==> src/common/trigger_sequencer_defines.vh <==
// Register offsets, field positions and command encodings of the trigger sequencer register set.
// Assumes an APB slave with 32-bit data; every register takes one aligned word.
`ifndef TRIGGER_SEQUENCER_DEFINES_VH
`define TRIGGER_SEQUENCER_DEFINES_VH

`define OFS_MASK        12'h000
`define OFS_T0LIM       12'h004
`define OFS_T1LIM       12'h008
`define OFS_SDLIM       12'h00c
`define OFS_C0LIM       12'h010
`define OFS_C1LIM       12'h014
`define OFS_COPY        12'h018
`define OFS_ADD         12'h01c
`define OFS_LIT         12'h020
`define OFS_QPTR        12'h024
`define OFS_CTRL        12'h028
`define OFS_CHSEL       12'h02c
`define OFS_QUEUE       12'h040
`define OFS_QUEUE_END   12'h07c

`define CTRL_EN_BIT     0
`define CTRL_RUN_BIT    1
`define CTRL_STEP_BIT   2
`define CTRL_SDEN_BIT   3

`define REG_RESET       16'h0000
`define QPTR_W          5

`define CMD_CTRL        4'h0
`define CMD_ADD         4'h1
`define CMD_COPY        4'h1
`define CMD_STRB0       4'h2
`define CMD_STRB1       4'h3
`define OPT_SD_OFF      4'h2
`define OPT_SD_ON       4'h6
`define OPT_T0          4'h8
`define OPT_T1          4'h9
`define OPT_CH_C0       4'hc
`define OPT_CH_C1       4'hd
`define OPT_CH_LIT      4'he
`define OPT_BCAST       4'hf

`define TGT_C0          3'h0
`define TGT_C1          3'h1
`define TGT_T0          3'h2
`define TGT_T1          3'h3
`define TGT_SD          3'h4
`define TGT_LIT         3'h5

`endif

==> src/step_delay_timer.v <==
// Step delay timer: limit plus one clocks, the start pulse cycle included.
// Assumes start is a one-cycle pulse issued only while idle.
module step_delay_timer (
    input  wire        clk,
    input  wire        rst,
    input  wire        start,
    input  wire [15:0] limit,
    output reg         busy_ff,
    output reg         done_ff
);
    reg [15:0] cnt_ff;

    always @(posedge clk)
    begin
        if (rst)
        begin
            busy_ff <= 1'b0;
            done_ff <= 1'b0;
            cnt_ff  <= 16'h0000;
        end
        else
        begin
            done_ff <= 1'b0;
            if (start)
            begin
                // The start cycle itself counts as the first delay clock
                busy_ff <= (limit != 16'h0000);
                done_ff <= (limit == 16'h0000);
                cnt_ff  <= limit - 16'h0001;
            end
            else if (busy_ff)
            begin
                if (cnt_ff == 16'h0000)
                begin
                    busy_ff <= 1'b0;
                    done_ff <= 1'b1;
                end
                else
                    cnt_ff <= cnt_ff - 16'h0001;
            end
        end
    end
endmodule // step_delay_timer

==> src/trigger_sequencer_regs.v <==
// Trigger sequencer register set with a compact step executor.
// Assumes an APB master on CLK; power-on reset SYS_RST is synchronous and active high.
// Notes on behaviour
// - Broadcast fires each ADC sample trigger whose upper-nibble mask bit is set.
// - Broadcast fires sync pulse to each capture/compare unit with mask bit set.
// - Broadcast fires clock pulse to each compare unit with clock mask bit set.
// - Only control command with broadcast option uses the mask.
// - Writes to all sequencer registers except control ignored while enable and run both set.
// - Timer 0 limit used only by the timer 0 step command.
// - Timer 1 limit used only by the timer 1 step command.
// - With step delay enabled each step is lengthened by limit plus one clocks.
// - Counter 0 limit is loop count of counter 0 jump or counter terminal.
// - Counter 1 limit is loop count of counter 1 jump or counter terminal.
// - Copy command moves hold operand into the selected target.
// - Add command adds adjust operand into the selected target.
// - Literal written to ADC channel select by its control command.
// - Queue pointer is five bits; upper bits read zero.
// - Queue has sixteen words; low byte step 2x, high byte step 2x+1.
// - Queue words are never cleared by any reset.
// - Broadcast fires all enabled outputs in one action.
// - Add/copy option selects target: counter limits, timer limits, step delay limit, literal.
`include "trigger_sequencer_defines.vh"
module trigger_sequencer_regs (
    input  wire        CLK,
    input  wire        SYS_RST,
    input  wire        PSEL,
    input  wire        PENABLE,
    input  wire        PWRITE,
    input  wire [11:0] PADDR,
    input  wire [31:0] PWDATA,
    input  wire [3:0]  PSTRB,
    output reg  [31:0] PRDATA,
    output reg         PREADY,
    output reg         PSLVERR,
    output reg  [15:0] TRIGGER_PULSE,
    output reg  [15:0] ADC_CHANNEL_SELECT,
    output reg  [4:0]  ACTIVE_STEP
);
    localparam ST_IDLE  = 2'h0;
    localparam ST_EXEC  = 2'h1;
    localparam ST_WAIT  = 2'h2;
    localparam ST_DELAY = 2'h3;

    reg [15:0] mask_ff, t0lim_ff, t1lim_ff, sdlim_ff, c0lim_ff, c1lim_ff;
    reg [15:0] copy_ff, add_ff, lit_ff;
    reg [15:0] t0_ff, t1_ff, c0_ff, c1_ff;
    reg [4:0]  qptr_ff;
    reg [3:0]  ctrl_ff;
    reg [1:0]  state_ff;
    reg        timer_sel_ff;
    reg [15:0] queue_ff [0:15];
    reg [15:0] nxt_pulse;
    reg [31:0] nxt_rdata;
    reg        nxt_err;
    reg        sd_start;

    wire        access   = PSEL & PENABLE;
    wire        wr       = access & PWRITE;
    wire        running  = ctrl_ff[`CTRL_EN_BIT] & ctrl_ff[`CTRL_RUN_BIT];
    wire        wr_ok    = wr & ~running;
    wire [15:0] wdat     = PWDATA[15:0];
    wire [15:0] cur_word = queue_ff[qptr_ff[4:1]];
    wire [7:0]  step     = qptr_ff[0] ? cur_word[15:8] : cur_word[7:0];
    wire [3:0]  cmd      = step[7:4];
    wire [3:0]  opt      = step[3:0];
    wire        sd_busy;
    wire        sd_done;

    // Merges a 16-bit write under the two low byte strobes
    function [15:0] merge;
        input [15:0] old;
        input [15:0] nw;
        input [1:0]  strb;
        begin
            merge = {strb[1] ? nw[15:8] : old[15:8], strb[0] ? nw[7:0] : old[7:0]};
        end
    endfunction

    function hit;
        input [11:0] a;
        input [11:0] ofs;
        begin
            hit = (a == ofs);
        end
    endfunction

    // Aligned word inside the step queue window
    function in_queue;
        input [11:0] a;
        begin
            in_queue = (a >= `OFS_QUEUE) && (a <= `OFS_QUEUE_END) && (a[1:0] == 2'b00);
        end
    endfunction

    // Control command carrying the wanted option
    function ctrl_opt;
        input [3:0] c;
        input [3:0] o;
        input [3:0] want;
        begin
            ctrl_opt = (c == `CMD_CTRL) && (o == want);
        end
    endfunction

    step_delay_timer u_sd (
        .clk     (CLK),
        .rst     (SYS_RST),
        .start   (sd_start),
        .limit   (sdlim_ff),
        .busy_ff (sd_busy),
        .done_ff (sd_done)
    );

    // Queue has no reset term at all
    always @(posedge CLK)
    begin
        if (wr_ok && PREADY && in_queue(PADDR))
            queue_ff[PADDR[5:2]] <= merge(queue_ff[PADDR[5:2]], wdat, PSTRB[1:0]);
    end

    // Read mux and decode error
    always @*
    begin
        nxt_rdata = 32'h0000_0000;
        nxt_err   = 1'b0;
        if (in_queue(PADDR))
            nxt_rdata[15:0] = queue_ff[PADDR[5:2]];
        else
        begin
            case (PADDR)
                `OFS_MASK:  nxt_rdata[15:0] = mask_ff;
                `OFS_T0LIM: nxt_rdata[15:0] = t0lim_ff;
                `OFS_T1LIM: nxt_rdata[15:0] = t1lim_ff;
                `OFS_SDLIM: nxt_rdata[15:0] = sdlim_ff;
                `OFS_C0LIM: nxt_rdata[15:0] = c0lim_ff;
                `OFS_C1LIM: nxt_rdata[15:0] = c1lim_ff;
                `OFS_COPY:  nxt_rdata[15:0] = copy_ff;
                `OFS_ADD:   nxt_rdata[15:0] = add_ff;
                `OFS_LIT:   nxt_rdata[15:0] = lit_ff;
                `OFS_QPTR:  nxt_rdata[4:0]  = qptr_ff;
                `OFS_CTRL:  nxt_rdata[3:0]  = ctrl_ff;
                `OFS_CHSEL: nxt_rdata[15:0] = ADC_CHANNEL_SELECT;
                default:    nxt_err = 1'b1;
            endcase
        end
    end

    // Bus answer: one wait state, answer in the access phase's second cycle
    always @(posedge CLK)
    begin
        if (SYS_RST)
        begin
            PREADY  <= 1'b0;
            PRDATA  <= 32'h0000_0000;
            PSLVERR <= 1'b0;
        end
        else
        begin
            PREADY  <= access & ~PREADY;
            PRDATA  <= (access & ~PREADY & ~PWRITE) ? nxt_rdata : 32'h0000_0000;
            PSLVERR <= access & ~PREADY & nxt_err;
        end
    end

    wire do_wr = wr_ok & PREADY;

    // Broadcast decode
    always @*
    begin
        nxt_pulse = 16'h0000;
        if (state_ff == ST_EXEC && ctrl_opt(cmd, opt, `OPT_BCAST))
            nxt_pulse = mask_ff;
    end

    // Control register and status
    always @(posedge CLK)
    begin
        if (SYS_RST)
            ctrl_ff <= 4'h0;
        else
        begin
            if (wr & PREADY & hit(PADDR, `OFS_CTRL))
                ctrl_ff <= wdat[3:0];
            // Step delay command wins over a software write in the same cycle
            if (state_ff == ST_EXEC && ctrl_opt(cmd, opt, `OPT_SD_ON))
                ctrl_ff[`CTRL_SDEN_BIT] <= 1'b1;
            else if (state_ff == ST_EXEC && ctrl_opt(cmd, opt, `OPT_SD_OFF))
                ctrl_ff[`CTRL_SDEN_BIT] <= 1'b0;
        end
    end

    // Register file and step executor
    always @(posedge CLK)
    begin
        if (SYS_RST)
        begin
            mask_ff  <= `REG_RESET;
            t0lim_ff <= `REG_RESET;
            t1lim_ff <= `REG_RESET;
            sdlim_ff <= `REG_RESET;
            c0lim_ff <= `REG_RESET;
            c1lim_ff <= `REG_RESET;
            copy_ff  <= `REG_RESET;
            add_ff   <= `REG_RESET;
            lit_ff   <= `REG_RESET;
            qptr_ff  <= 5'h00;
            t0_ff    <= 16'h0000;
            t1_ff    <= 16'h0000;
            c0_ff    <= 16'h0000;
            c1_ff    <= 16'h0000;
            timer_sel_ff <= 1'b0;
            state_ff <= ST_IDLE;
            sd_start <= 1'b0;
            TRIGGER_PULSE      <= 16'h0000;
            ADC_CHANNEL_SELECT <= 16'h0000;
            ACTIVE_STEP        <= 5'h00;
        end
        else
        begin
            sd_start      <= 1'b0;
            TRIGGER_PULSE <= nxt_pulse;
            ACTIVE_STEP   <= qptr_ff;
            if (do_wr)
            begin
                if (hit(PADDR, `OFS_MASK))  mask_ff  <= merge(mask_ff, wdat, PSTRB[1:0]);
                if (hit(PADDR, `OFS_T0LIM)) t0lim_ff <= merge(t0lim_ff, wdat, PSTRB[1:0]);
                if (hit(PADDR, `OFS_T1LIM)) t1lim_ff <= merge(t1lim_ff, wdat, PSTRB[1:0]);
                if (hit(PADDR, `OFS_SDLIM)) sdlim_ff <= merge(sdlim_ff, wdat, PSTRB[1:0]);
                if (hit(PADDR, `OFS_C0LIM)) c0lim_ff <= merge(c0lim_ff, wdat, PSTRB[1:0]);
                if (hit(PADDR, `OFS_C1LIM)) c1lim_ff <= merge(c1lim_ff, wdat, PSTRB[1:0]);
                if (hit(PADDR, `OFS_COPY))  copy_ff  <= merge(copy_ff, wdat, PSTRB[1:0]);
                if (hit(PADDR, `OFS_ADD))   add_ff   <= merge(add_ff, wdat, PSTRB[1:0]);
                if (hit(PADDR, `OFS_LIT))   lit_ff   <= merge(lit_ff, wdat, PSTRB[1:0]);
                if (hit(PADDR, `OFS_QPTR) && PSTRB[0]) qptr_ff <= wdat[4:0];
            end
            case (state_ff)
                ST_IDLE:
                begin
                    if (running)
                        state_ff <= ST_EXEC;
                end
                ST_EXEC:
                begin
                    state_ff <= ST_DELAY;
                    qptr_ff  <= qptr_ff + 5'h01;
                    if (cmd == `CMD_CTRL && (opt == `OPT_T0 || opt == `OPT_T1))
                    begin
                        timer_sel_ff <= opt[0];
                        t0_ff    <= 16'h0000;
                        t1_ff    <= 16'h0000;
                        state_ff <= ST_WAIT;
                    end
                    else if (cmd == `CMD_CTRL && opt == `OPT_CH_C0)
                        ADC_CHANNEL_SELECT <= c0_ff;
                    else if (cmd == `CMD_CTRL && opt == `OPT_CH_C1)
                        ADC_CHANNEL_SELECT <= c1_ff;
                    else if (cmd == `CMD_CTRL && opt == `OPT_CH_LIT)
                        ADC_CHANNEL_SELECT <= lit_ff;
                    else if (cmd == `CMD_STRB0 || cmd == `CMD_STRB1)
                        ADC_CHANNEL_SELECT <= {11'h000, cmd[0], opt};
                    else if (cmd == `CMD_ADD && opt[3] == 1'b0)
                    begin
                        case (opt[2:0])
                            `TGT_C0:  c0lim_ff <= c0lim_ff + add_ff;
                            `TGT_C1:  c1lim_ff <= c1lim_ff + add_ff;
                            `TGT_T0:  t0lim_ff <= t0lim_ff + add_ff;
                            `TGT_T1:  t1lim_ff <= t1lim_ff + add_ff;
                            `TGT_SD:  sdlim_ff <= sdlim_ff + add_ff;
                            `TGT_LIT: lit_ff   <= lit_ff + add_ff;
                            default:  ;
                        endcase
                    end
                    else if (cmd == `CMD_COPY && opt[3] == 1'b1)
                    begin
                        case (opt[2:0])
                            `TGT_C0:  c0lim_ff <= copy_ff;
                            `TGT_C1:  c1lim_ff <= copy_ff;
                            `TGT_T0:  t0lim_ff <= copy_ff;
                            `TGT_T1:  t1lim_ff <= copy_ff;
                            `TGT_SD:  sdlim_ff <= copy_ff;
                            `TGT_LIT: lit_ff   <= copy_ff;
                            default:  ;
                        endcase
                    end
                    else if (cmd[3:1] == 3'h5)
                        qptr_ff <= {cmd[0], opt};
                    else if (cmd[3:1] == 3'h6)
                    begin
                        if (c0_ff == c0lim_ff)
                            c0_ff <= 16'h0000;
                        else
                        begin
                            c0_ff   <= c0_ff + 16'h0001;
                            qptr_ff <= {cmd[0], opt};
                        end
                    end
                    else if (cmd[3:1] == 3'h7)
                    begin
                        if (c1_ff == c1lim_ff)
                            c1_ff <= 16'h0000;
                        else
                        begin
                            c1_ff   <= c1_ff + 16'h0001;
                            qptr_ff <= {cmd[0], opt};
                        end
                    end
                    if (ctrl_ff[`CTRL_SDEN_BIT] && !(cmd == `CMD_CTRL && (opt == `OPT_T0 || opt == `OPT_T1)))
                        sd_start <= 1'b1;
                end
                ST_WAIT:
                begin
                    if (!timer_sel_ff)
                    begin
                        t0_ff <= t0_ff + 16'h0001;
                        if (t0_ff == t0lim_ff)
                        begin
                            state_ff <= ST_DELAY;
                            sd_start <= ctrl_ff[`CTRL_SDEN_BIT];
                        end
                    end
                    else
                    begin
                        t1_ff <= t1_ff + 16'h0001;
                        if (t1_ff == t1lim_ff)
                        begin
                            state_ff <= ST_DELAY;
                            sd_start <= ctrl_ff[`CTRL_SDEN_BIT];
                        end
                    end
                end
                ST_DELAY:
                begin
                    if (!sd_start && !sd_busy)
                        state_ff <= (running && !ctrl_ff[`CTRL_STEP_BIT]) ? ST_EXEC : ST_IDLE;
                end
                default:
                    state_ff <= ST_IDLE;
            endcase
            if (!running)
                state_ff <= ST_IDLE;
        end
    end
endmodule // trigger_sequencer_regs

==> config.mk <==
export PLATFORM = sky130hd
export DESIGN_NAME = trigger_sequencer_regs
export DESIGN_NICKNAME = d
export VERILOG_FILES = /design/src/step_delay_timer.v /design/src/trigger_sequencer_regs.v
export VERILOG_INCLUDE_DIRS = /design/src /design/src/common
export SDC_FILE = /design/constraint.sdc
export NUM_CORES = 2
export LEC_CHECK = 0
export BUFFER_PORTS_ARGS = -buffer_cell sky130_fd_sc_hd__buf_2
export CORE_MARGIN = 2
export CORE_UTILIZATION = 59
export CTS_BUF_LIST = sky130_fd_sc_hd__clkbuf_2
export CTS_CLUSTER_DIAMETER = 30
export DETAILED_ROUTE_END_ITERATION = 8
export GPL_ROUTABILITY_DRIVEN = 0
export MAX_ROUTING_LAYER = met4
export PLACE_DENSITY = 0.86
export SYNTH_ARGS = -nofsm -noshare
export SYNTH_HDL_FRONTEND = slang
export SYNTH_SLANG_ARGS = --single-unit
==> constraint.sdc <==
create_clock -name CLK -period 3.15 [get_ports CLK]
set_clock_uncertainty 0.05 [all_clocks]
set_input_delay 0.4725 -clock CLK [delete_from_list [all_inputs] [get_ports CLK]]
set_output_delay 0.4725 -clock CLK [all_outputs]
set_load 0.005 [all_outputs]
==> results of run 1 <==
==> metal layers <==
metal  GRT overflow  GRT usage, %
met5              -             -
met4              2          60.2
met3              0          56.1
met2              7          77.5
met1              0          64.2
==> cells by family after synthesis <==
kind of cell / share of synthesized area [%]
simple gates: 14.5
compound gates: 15.2
flops: 42.3
mux: 14.5
buf+inv: 3.56
xor+xnor: 5.73
fa+ha+maj: 4.25
other cells: 0.0116
==> what timing repair did <==
action / CTS
pin swaps: 43
buffers inserted: 18
hold buffers: 63
gates resized for setup: 162
gates cloned: 2
endpoints found under the setup margin: 206
endpoints found under the hold margin: 716
==> cells in the mapped netlist, types with 55 or more instances <==
cell                       number
sky130_fd_sc_hd__dfxtp_1      297
sky130_fd_sc_hd__edfxtp_1     256
sky130_fd_sc_hd__nor2_1       249
sky130_fd_sc_hd__nand2_1      231
sky130_fd_sc_hd__mux2i_1      166
sky130_fd_sc_hd__a21oi_1      143
sky130_fd_sc_hd__xnor2_1      124
sky130_fd_sc_hd__mux4_2       117
sky130_fd_sc_hd__clkbuf_1     116
sky130_fd_sc_hd__ha_1         100
sky130_fd_sc_hd__nand3_1       96
sky130_fd_sc_hd__nor3_1        88
sky130_fd_sc_hd__xor2_1        87
sky130_fd_sc_hd__a22oi_1       86
sky130_fd_sc_hd__o21ai_0       80
sky130_fd_sc_hd__a211oi_1      55
==> stage by stage <==
| step | hold slack, ps | instances | setup TNS (ps) | setup WS [ps] | instance area, um^2 |
|---|---|---|---|---|---|
| after CTS | 4.75 | 4379 | -19930 | -294 | 38900 |
| after detailed placement | 421 | 4046 | -100510 | -673 | 36000 |
| after global placement | 411 | 4046 | -72080 | -555 | 36000 |
| after floorplan | 386 | 3085 | -202 | -22.4 | 32400 |
==> flow_results.org, run 1 <==
** Yosys
- Cell area after synthesis :: 32200 um^2
- Largest cells by area after synthesis :: sky130_fd_sc_hd__edfxtp_1 (24%), sky130_fd_sc_hd__dfxtp_1 (18%), sky130_fd_sc_hd__mux4_2 (8.2%)
- In this run, synthesis inferred 256 flip-flops with an integrated enable.
- Summing the sequential cell areas from Yosys gives 42.3% of the chip area.
- Mean instance size in the synthesized netlist :: 10.5 um^2
- Gate count after technology mapping :: 3070
- Proportion of synthesized flip-flops having asynchronous set or reset :: 0%
- For this run, the leading register cell type out of synthesis is sky130_fd_sc_hd__dfxtp_1.
- In this run the biggest area consumer among cell types represents 23.8% of the synthesized area.
- The synthesized netlist contains 92 unique library cells.
- Counting flops and latches in the post-synthesis netlist gives 553.
- Of all cell types, the one taking the most synthesized area is sky130_fd_sc_hd__edfxtp_1.
- Total number of yosys warnings :: 0

** Clock tree
- Clock root cell :: sky130_fd_sc_hd__clkbuf_2
- Sink count of the clock tree :: 553
- Bufs on Longest Clock Path :: 3
- The H-tree was split into 4 levels.
- TritonCTS created 146 clock buffers.

** Status
- First error in the log :: [ERROR GRT-0232] Routing congestion too high. Check the congestion heatmap in the GUI.
- The run stopped with a tool error.
- It got as far as global routing (5_1_grt) and failed there.

** Global route
- Entering global routing, the biggest net connects 149 pins.
- For this run the aggregate overflow at the end of global routing stands at 9.
- Global-route usage over all layers :: 65.8%
- The number of antenna violations at the first check in global routing was 31.

** Floorplanning
- Measured along the y axis, the die boundary spans 238 um.
- Measured along the x axis, the die boundary spans 238 um.
- Once the floorplan was initialized, standard cells occupied 59.8% of the core.
- I/O pin cnt :: 124
- Standard-cell row count :: 85

** Timing
- When the global-route repair_timing finished, the worst setup path ended at sdlim_ff[12]$_SDFF_PP0_/D.
- Kind of the worst endpoint :: sequential cell input

** Place
- In this run the tool buffered the top-level ports with 89 buffer cells.
- DP HPWL :: 89800 um
==> inputs of run 2 (changes only) <==
--- a/config.mk
+++ b/config.mk
@@ -8,13 +8,10 @@
 export LEC_CHECK = 0
 export BUFFER_PORTS_ARGS = -buffer_cell sky130_fd_sc_hd__buf_2
 export CORE_MARGIN = 2
-export CORE_UTILIZATION = 59
-export CTS_BUF_LIST = sky130_fd_sc_hd__clkbuf_2
-export CTS_CLUSTER_DIAMETER = 30
+export CORE_UTILIZATION = 40
 export DETAILED_ROUTE_END_ITERATION = 8
 export GPL_ROUTABILITY_DRIVEN = 0
-export MAX_ROUTING_LAYER = met4
-export PLACE_DENSITY = 0.86
+export PLACE_DENSITY_LB_ADDON = 0.15
 export SYNTH_ARGS = -nofsm -noshare
 export SYNTH_HDL_FRONTEND = slang
 export SYNTH_SLANG_ARGS = --single-unit
==> constraint.sdc (replaced) <==
create_clock -name CLK -period 4.1 [get_ports CLK]
set_clock_uncertainty 0.05 [all_clocks]
set_input_delay 0.615 -clock CLK [delete_from_list [all_inputs] [get_ports CLK]]
set_output_delay 0.615 -clock CLK [all_outputs]
set_load 0.005 [all_outputs]
==> run 2 against run 1 <==
  * The flow now finishes without violations
  * Synthesized cell count unchanged
  * Area after synthesis unchanged
==> flow_results.org, run 2 <==
** Route
- The count of nets left with antenna violations once routing finished came out at 0.
- Count of routing violations after the opening detailed-route iteration :: 3308
- For this run, design rule violations remaining after detail routing come to 0.
- In the final routed layout, each cell accounts on average for 29.6 um.
- Summed over all layers, the routed wires come to 129000 um.
- Number of vias per cell :: 6.41
- DR vias :: 27900
- The pre-antenna-repair detailed-routing pass consisted of 9 iterations.

** Global route
- For this run, global-route usage on met1 was measured as 39.5%.
- Global-route wire length before repair :: 184000 um
- Entering global routing, the biggest net connects 149 pins.
- Global-route met2 utilization :: 47.0%
- Global-route usage over all layers :: 30.4%
- Initial antenna violation count :: 5
- Global routing used 6.58% of the available met3 tracks.
- The via count of the first global-routing pass came to 26500.
- Gr busiest metal :: met2
- Summed over all layers, the global routing overflow is 0.

** Layout
- Layout cells sized above 1 :: 18.8%
- The area growth from synthesis to layout is 15.1%.
- Reg area :: 13600 um^2
- In the final layout, the multi-input gates occupy 17600 um^2.
- The top cell types in the final layout, fill and taps aside, are sky130_fd_sc_hd__dfxtp_1 (294), sky130_fd_sc_hd__edfxtp_1 (256), sky130_fd_sc_hd__nor2_1 (237).
- The finished layout holds 4349 standard cells, fillers aside.
- The final layout contains 3392 nets.
- After filler insertion, the fill cell instance count of the layout stands at 7554.
- The register with the most flip-flops in the layout has 256 of them.
- Leaving out fill and tap cells, the most frequent cell in the layout is sky130_fd_sc_hd__dfxtp_1.

** Worst setup path
- Reg-to-reg startpoint :: add_ff[2]
- The critical path starts at add_ff[2].
- The setup check on the worst reg-to-reg path leaves a slack of 360 ps.
- The setup path with the least slack is of type flip-flop to flip-flop.
- For the worst setup path, the data arrival time is 4260 ps.
- WP data required :: 4620 ps
- STA classifies the critical path startpoint as a flip-flop.
- Cell chain of the critical path :: ha_1 -> o21ai_0 -> o21a_1 -> o31ai_1 -> o41a_1 -> a31oi_1 -> o21ba_2 -> and3_1 -> or4_1 -> a221oi_2
- Among all stages on the critical path, the largest delay is contributed by sky130_fd_sc_hd__dfxtp_1.
- Endpoint of the lowest-slack register-to-register path :: t0lim_ff[15]
- Maximum fanout encountered on the critical timing path :: 8
- Setup crit end kind :: flip-flop
- Depth of the most critical reg-to-reg path :: 10
- Largest incremental delay on the critical path :: 800 ps

** Yosys
- Gate count after technology mapping :: 3070 (unchanged)
- Most frequent cell after synthesis :: sky130_fd_sc_hd__dfxtp_1
- The top-area cell type share of the netlist area came to 23.8% (unchanged).
- For this run, the leading register cell type out of synthesis is sky130_fd_sc_hd__dfxtp_1.
- Mean instance size in the synthesized netlist :: 10.5 um^2 (unchanged)
- Proportion of synthesized flip-flops having asynchronous set or reset :: 0% (unchanged)
- Yosys attributes the largest share of cell area to sky130_fd_sc_hd__edfxtp_1 (24%), sky130_fd_sc_hd__dfxtp_1 (18%), sky130_fd_sc_hd__mux4_2 (8.2%).
- The warning count from the yosys run is 0 (unchanged).
- Count of different cell masters after synthesis :: 92 (unchanged)
- Portion of the post-synthesis area used by sequential elements :: 42.3% (unchanged)
- Number of synthesized register bits :: 553 (unchanged)
- The largest total area in the synthesized netlist belongs to sky130_fd_sc_hd__edfxtp_1.
- Number of enable flip-flop cells after synthesis :: 256 (unchanged)
- Cell area after synthesis :: 32200 um^2 (unchanged)
- Synth cell count leaders :: sky130_fd_sc_hd__dfxtp_1 (297), sky130_fd_sc_hd__edfxtp_1 (256), sky130_fd_sc_hd__nor2_1 (249)

** Clock tree
- Setup repair bufs after CTS :: 0 (-18)
- Sink count of the clock tree :: 553 (unchanged)
- TritonCTS built the clock tree.
- The post-CTS resize count came to 0 (-100%).
- Clock slew seen by the registers of the worst setup and hold paths :: 60 ps
- The total number of H-tree levels was 2 (-2).
- Insertion delay of the later-clocked pin in the worst-skew pair :: 670 ps
- CTS Hold Buffers Added :: 0 (-100%)
- Bufs on Longest Clock Path :: 3 (unchanged)
- TritonCTS Buffers :: 61 (-58%)
- Clock root cell :: sky130_fd_sc_hd__clkbuf_16

** Power and ir drop
- Power Dens Cells :: 326 nW/um^2
- Highest ir drop seen on vdd :: 321 uV
- For this design the static power due to leakage is 13.2 nW.

** Floorplanning
- Horiz. Die Dim :: 288 um (+21%)
- The region available for standard cell placement spans 80200 um^2.
- The initial core utilization came to 40.2% (-20 points).
- The number of placed I/O pins came to 124 (unchanged).
- Standard-cell row count :: 104 (+22%)
- The vertical die dimension was 288 um (+21%).
- Die area :: 82900 um^2

** Timing
- Transition at the pin with the smallest max-transition slack :: 1150 ps
- Measured against its own limit, the worst slew margin works out to 23.3%.
- After routing, the total negative slack on setup checks comes to 0 ps.
- Shortest clock period the worst path allows after layout :: 3740 ps
- The worst path uses 91.1% of the clock period.
- For this run, the top clock speed supported by timing is 268 MHz.
- Final number of hold-violating endpoints :: 0
- Setup violations remaining at the end of the flow were counted as 0.
- Final Slew Violations :: 0
- Unrepaired setup endpoints after global routing :: no

** Min path
- Launch point of the worst hold path :: SYS_RST
- Along the worst hold path, the cell count comes to 2.
- Worst Hold Class :: primary input to flip-flop
- The worst hold path terminates at PREADY.

** Flow run
- The tool flagged a number of max-cap violations equal to 0.

** Place
- Number of port buffers :: 89 (unchanged)
- Post-Place Cells :: 4230 (+4.5%)
- The half-perimeter wire length of the detailed placement result is 93600 um (+4.3%).

** Status
- Result of the run :: finished clean
## run 2: area by class of cell
| cell class | count | share of cell area, % |
|---|---|---|
| Tap cell | 1060 | 3.57 |
| Clock inverter | 34 | 1.14 |
| Inverter | 50 | 0.506 |
| Multi-Input combinational cell | 2280 | 47.4 |
| Clock buffer | 80 | 4.55 |
| Timing Repair Buffer | 287 | 6.01 |
| Sequential cell | 553 | 36.7 |
| Antenna cell | 5 | 0.0337 |
## run 2: power by group
part | switching [W] | total, W | internal (W)
clock | 0.00245 | 0.00585 | 0.00341
combinational | 0.000307 | 0.000438 | 0.000131
sequential | 0.000000480 | 0.00581 | 0.00581
## run 2: worst max-delay path: cells and delay by family, from the launching register on
kind,cells,cell delay [ps]
flops,1,800
fa+ha+maj,1,360
compound gates,7,1780
simple gates,2,660
## run 2: worst max-delay path by stage
stage / slack (ps) / to
detailed placement: 460 / t0lim_ff[15]
floorplan: 800 / c1lim_ff[11]
CTS: 470 / t1lim_ff[6]
global route: 270 / sdlim_ff[14]
global placement: 500 / t0lim_ff[15]
finish: 360 / t0lim_ff[15]
## run 2: per-layer routing
layer / vias up / wire length [um]
met5: - / 13
met4: 2 / 8250
met3: 424 / 12400
met2: 1722 / 56600
met1: 13700 / 51300
li1: 12100 / -
## run 2: cells by family (layout without fill, tap and decap cells)
kind of cell / after synthesis / count (layout) / share of synthesized area, %
and+or+nand+nor: 939 / 939 / 14.5
AOI/OAI and AO/OA: 691 / 691 / 15.2
DFF: 553 / 553 / 42.3
muxes: 317 / 317 / 14.5
buffers and inverters: 252 / 451 / 3.56
xor gates and xnor gates: 211 / 211 / 5.73
adders and majority gates: 106 / 106 / 4.25
other: 1 / 21 / 0.0116
## run 2: metrics by stage
stage	utilization [%]	total power [W]	cell area [um^2]	hold WS [ps]	setup WS, ps
2_1_floorplan	-	0.00619	32300	386	797
3_3_place_gp	43.7	0.00635	35000	417	495
3_5_place_dp	43.7	0.00636	35000	428	460
4_1_cts	46.3	0.0122	37100	134	470
5_1_grt	46.3	0.0124	37100	149	269
6_report	46.3	0.0121	37100	162	363
Power figures use the tool's default switching activity.
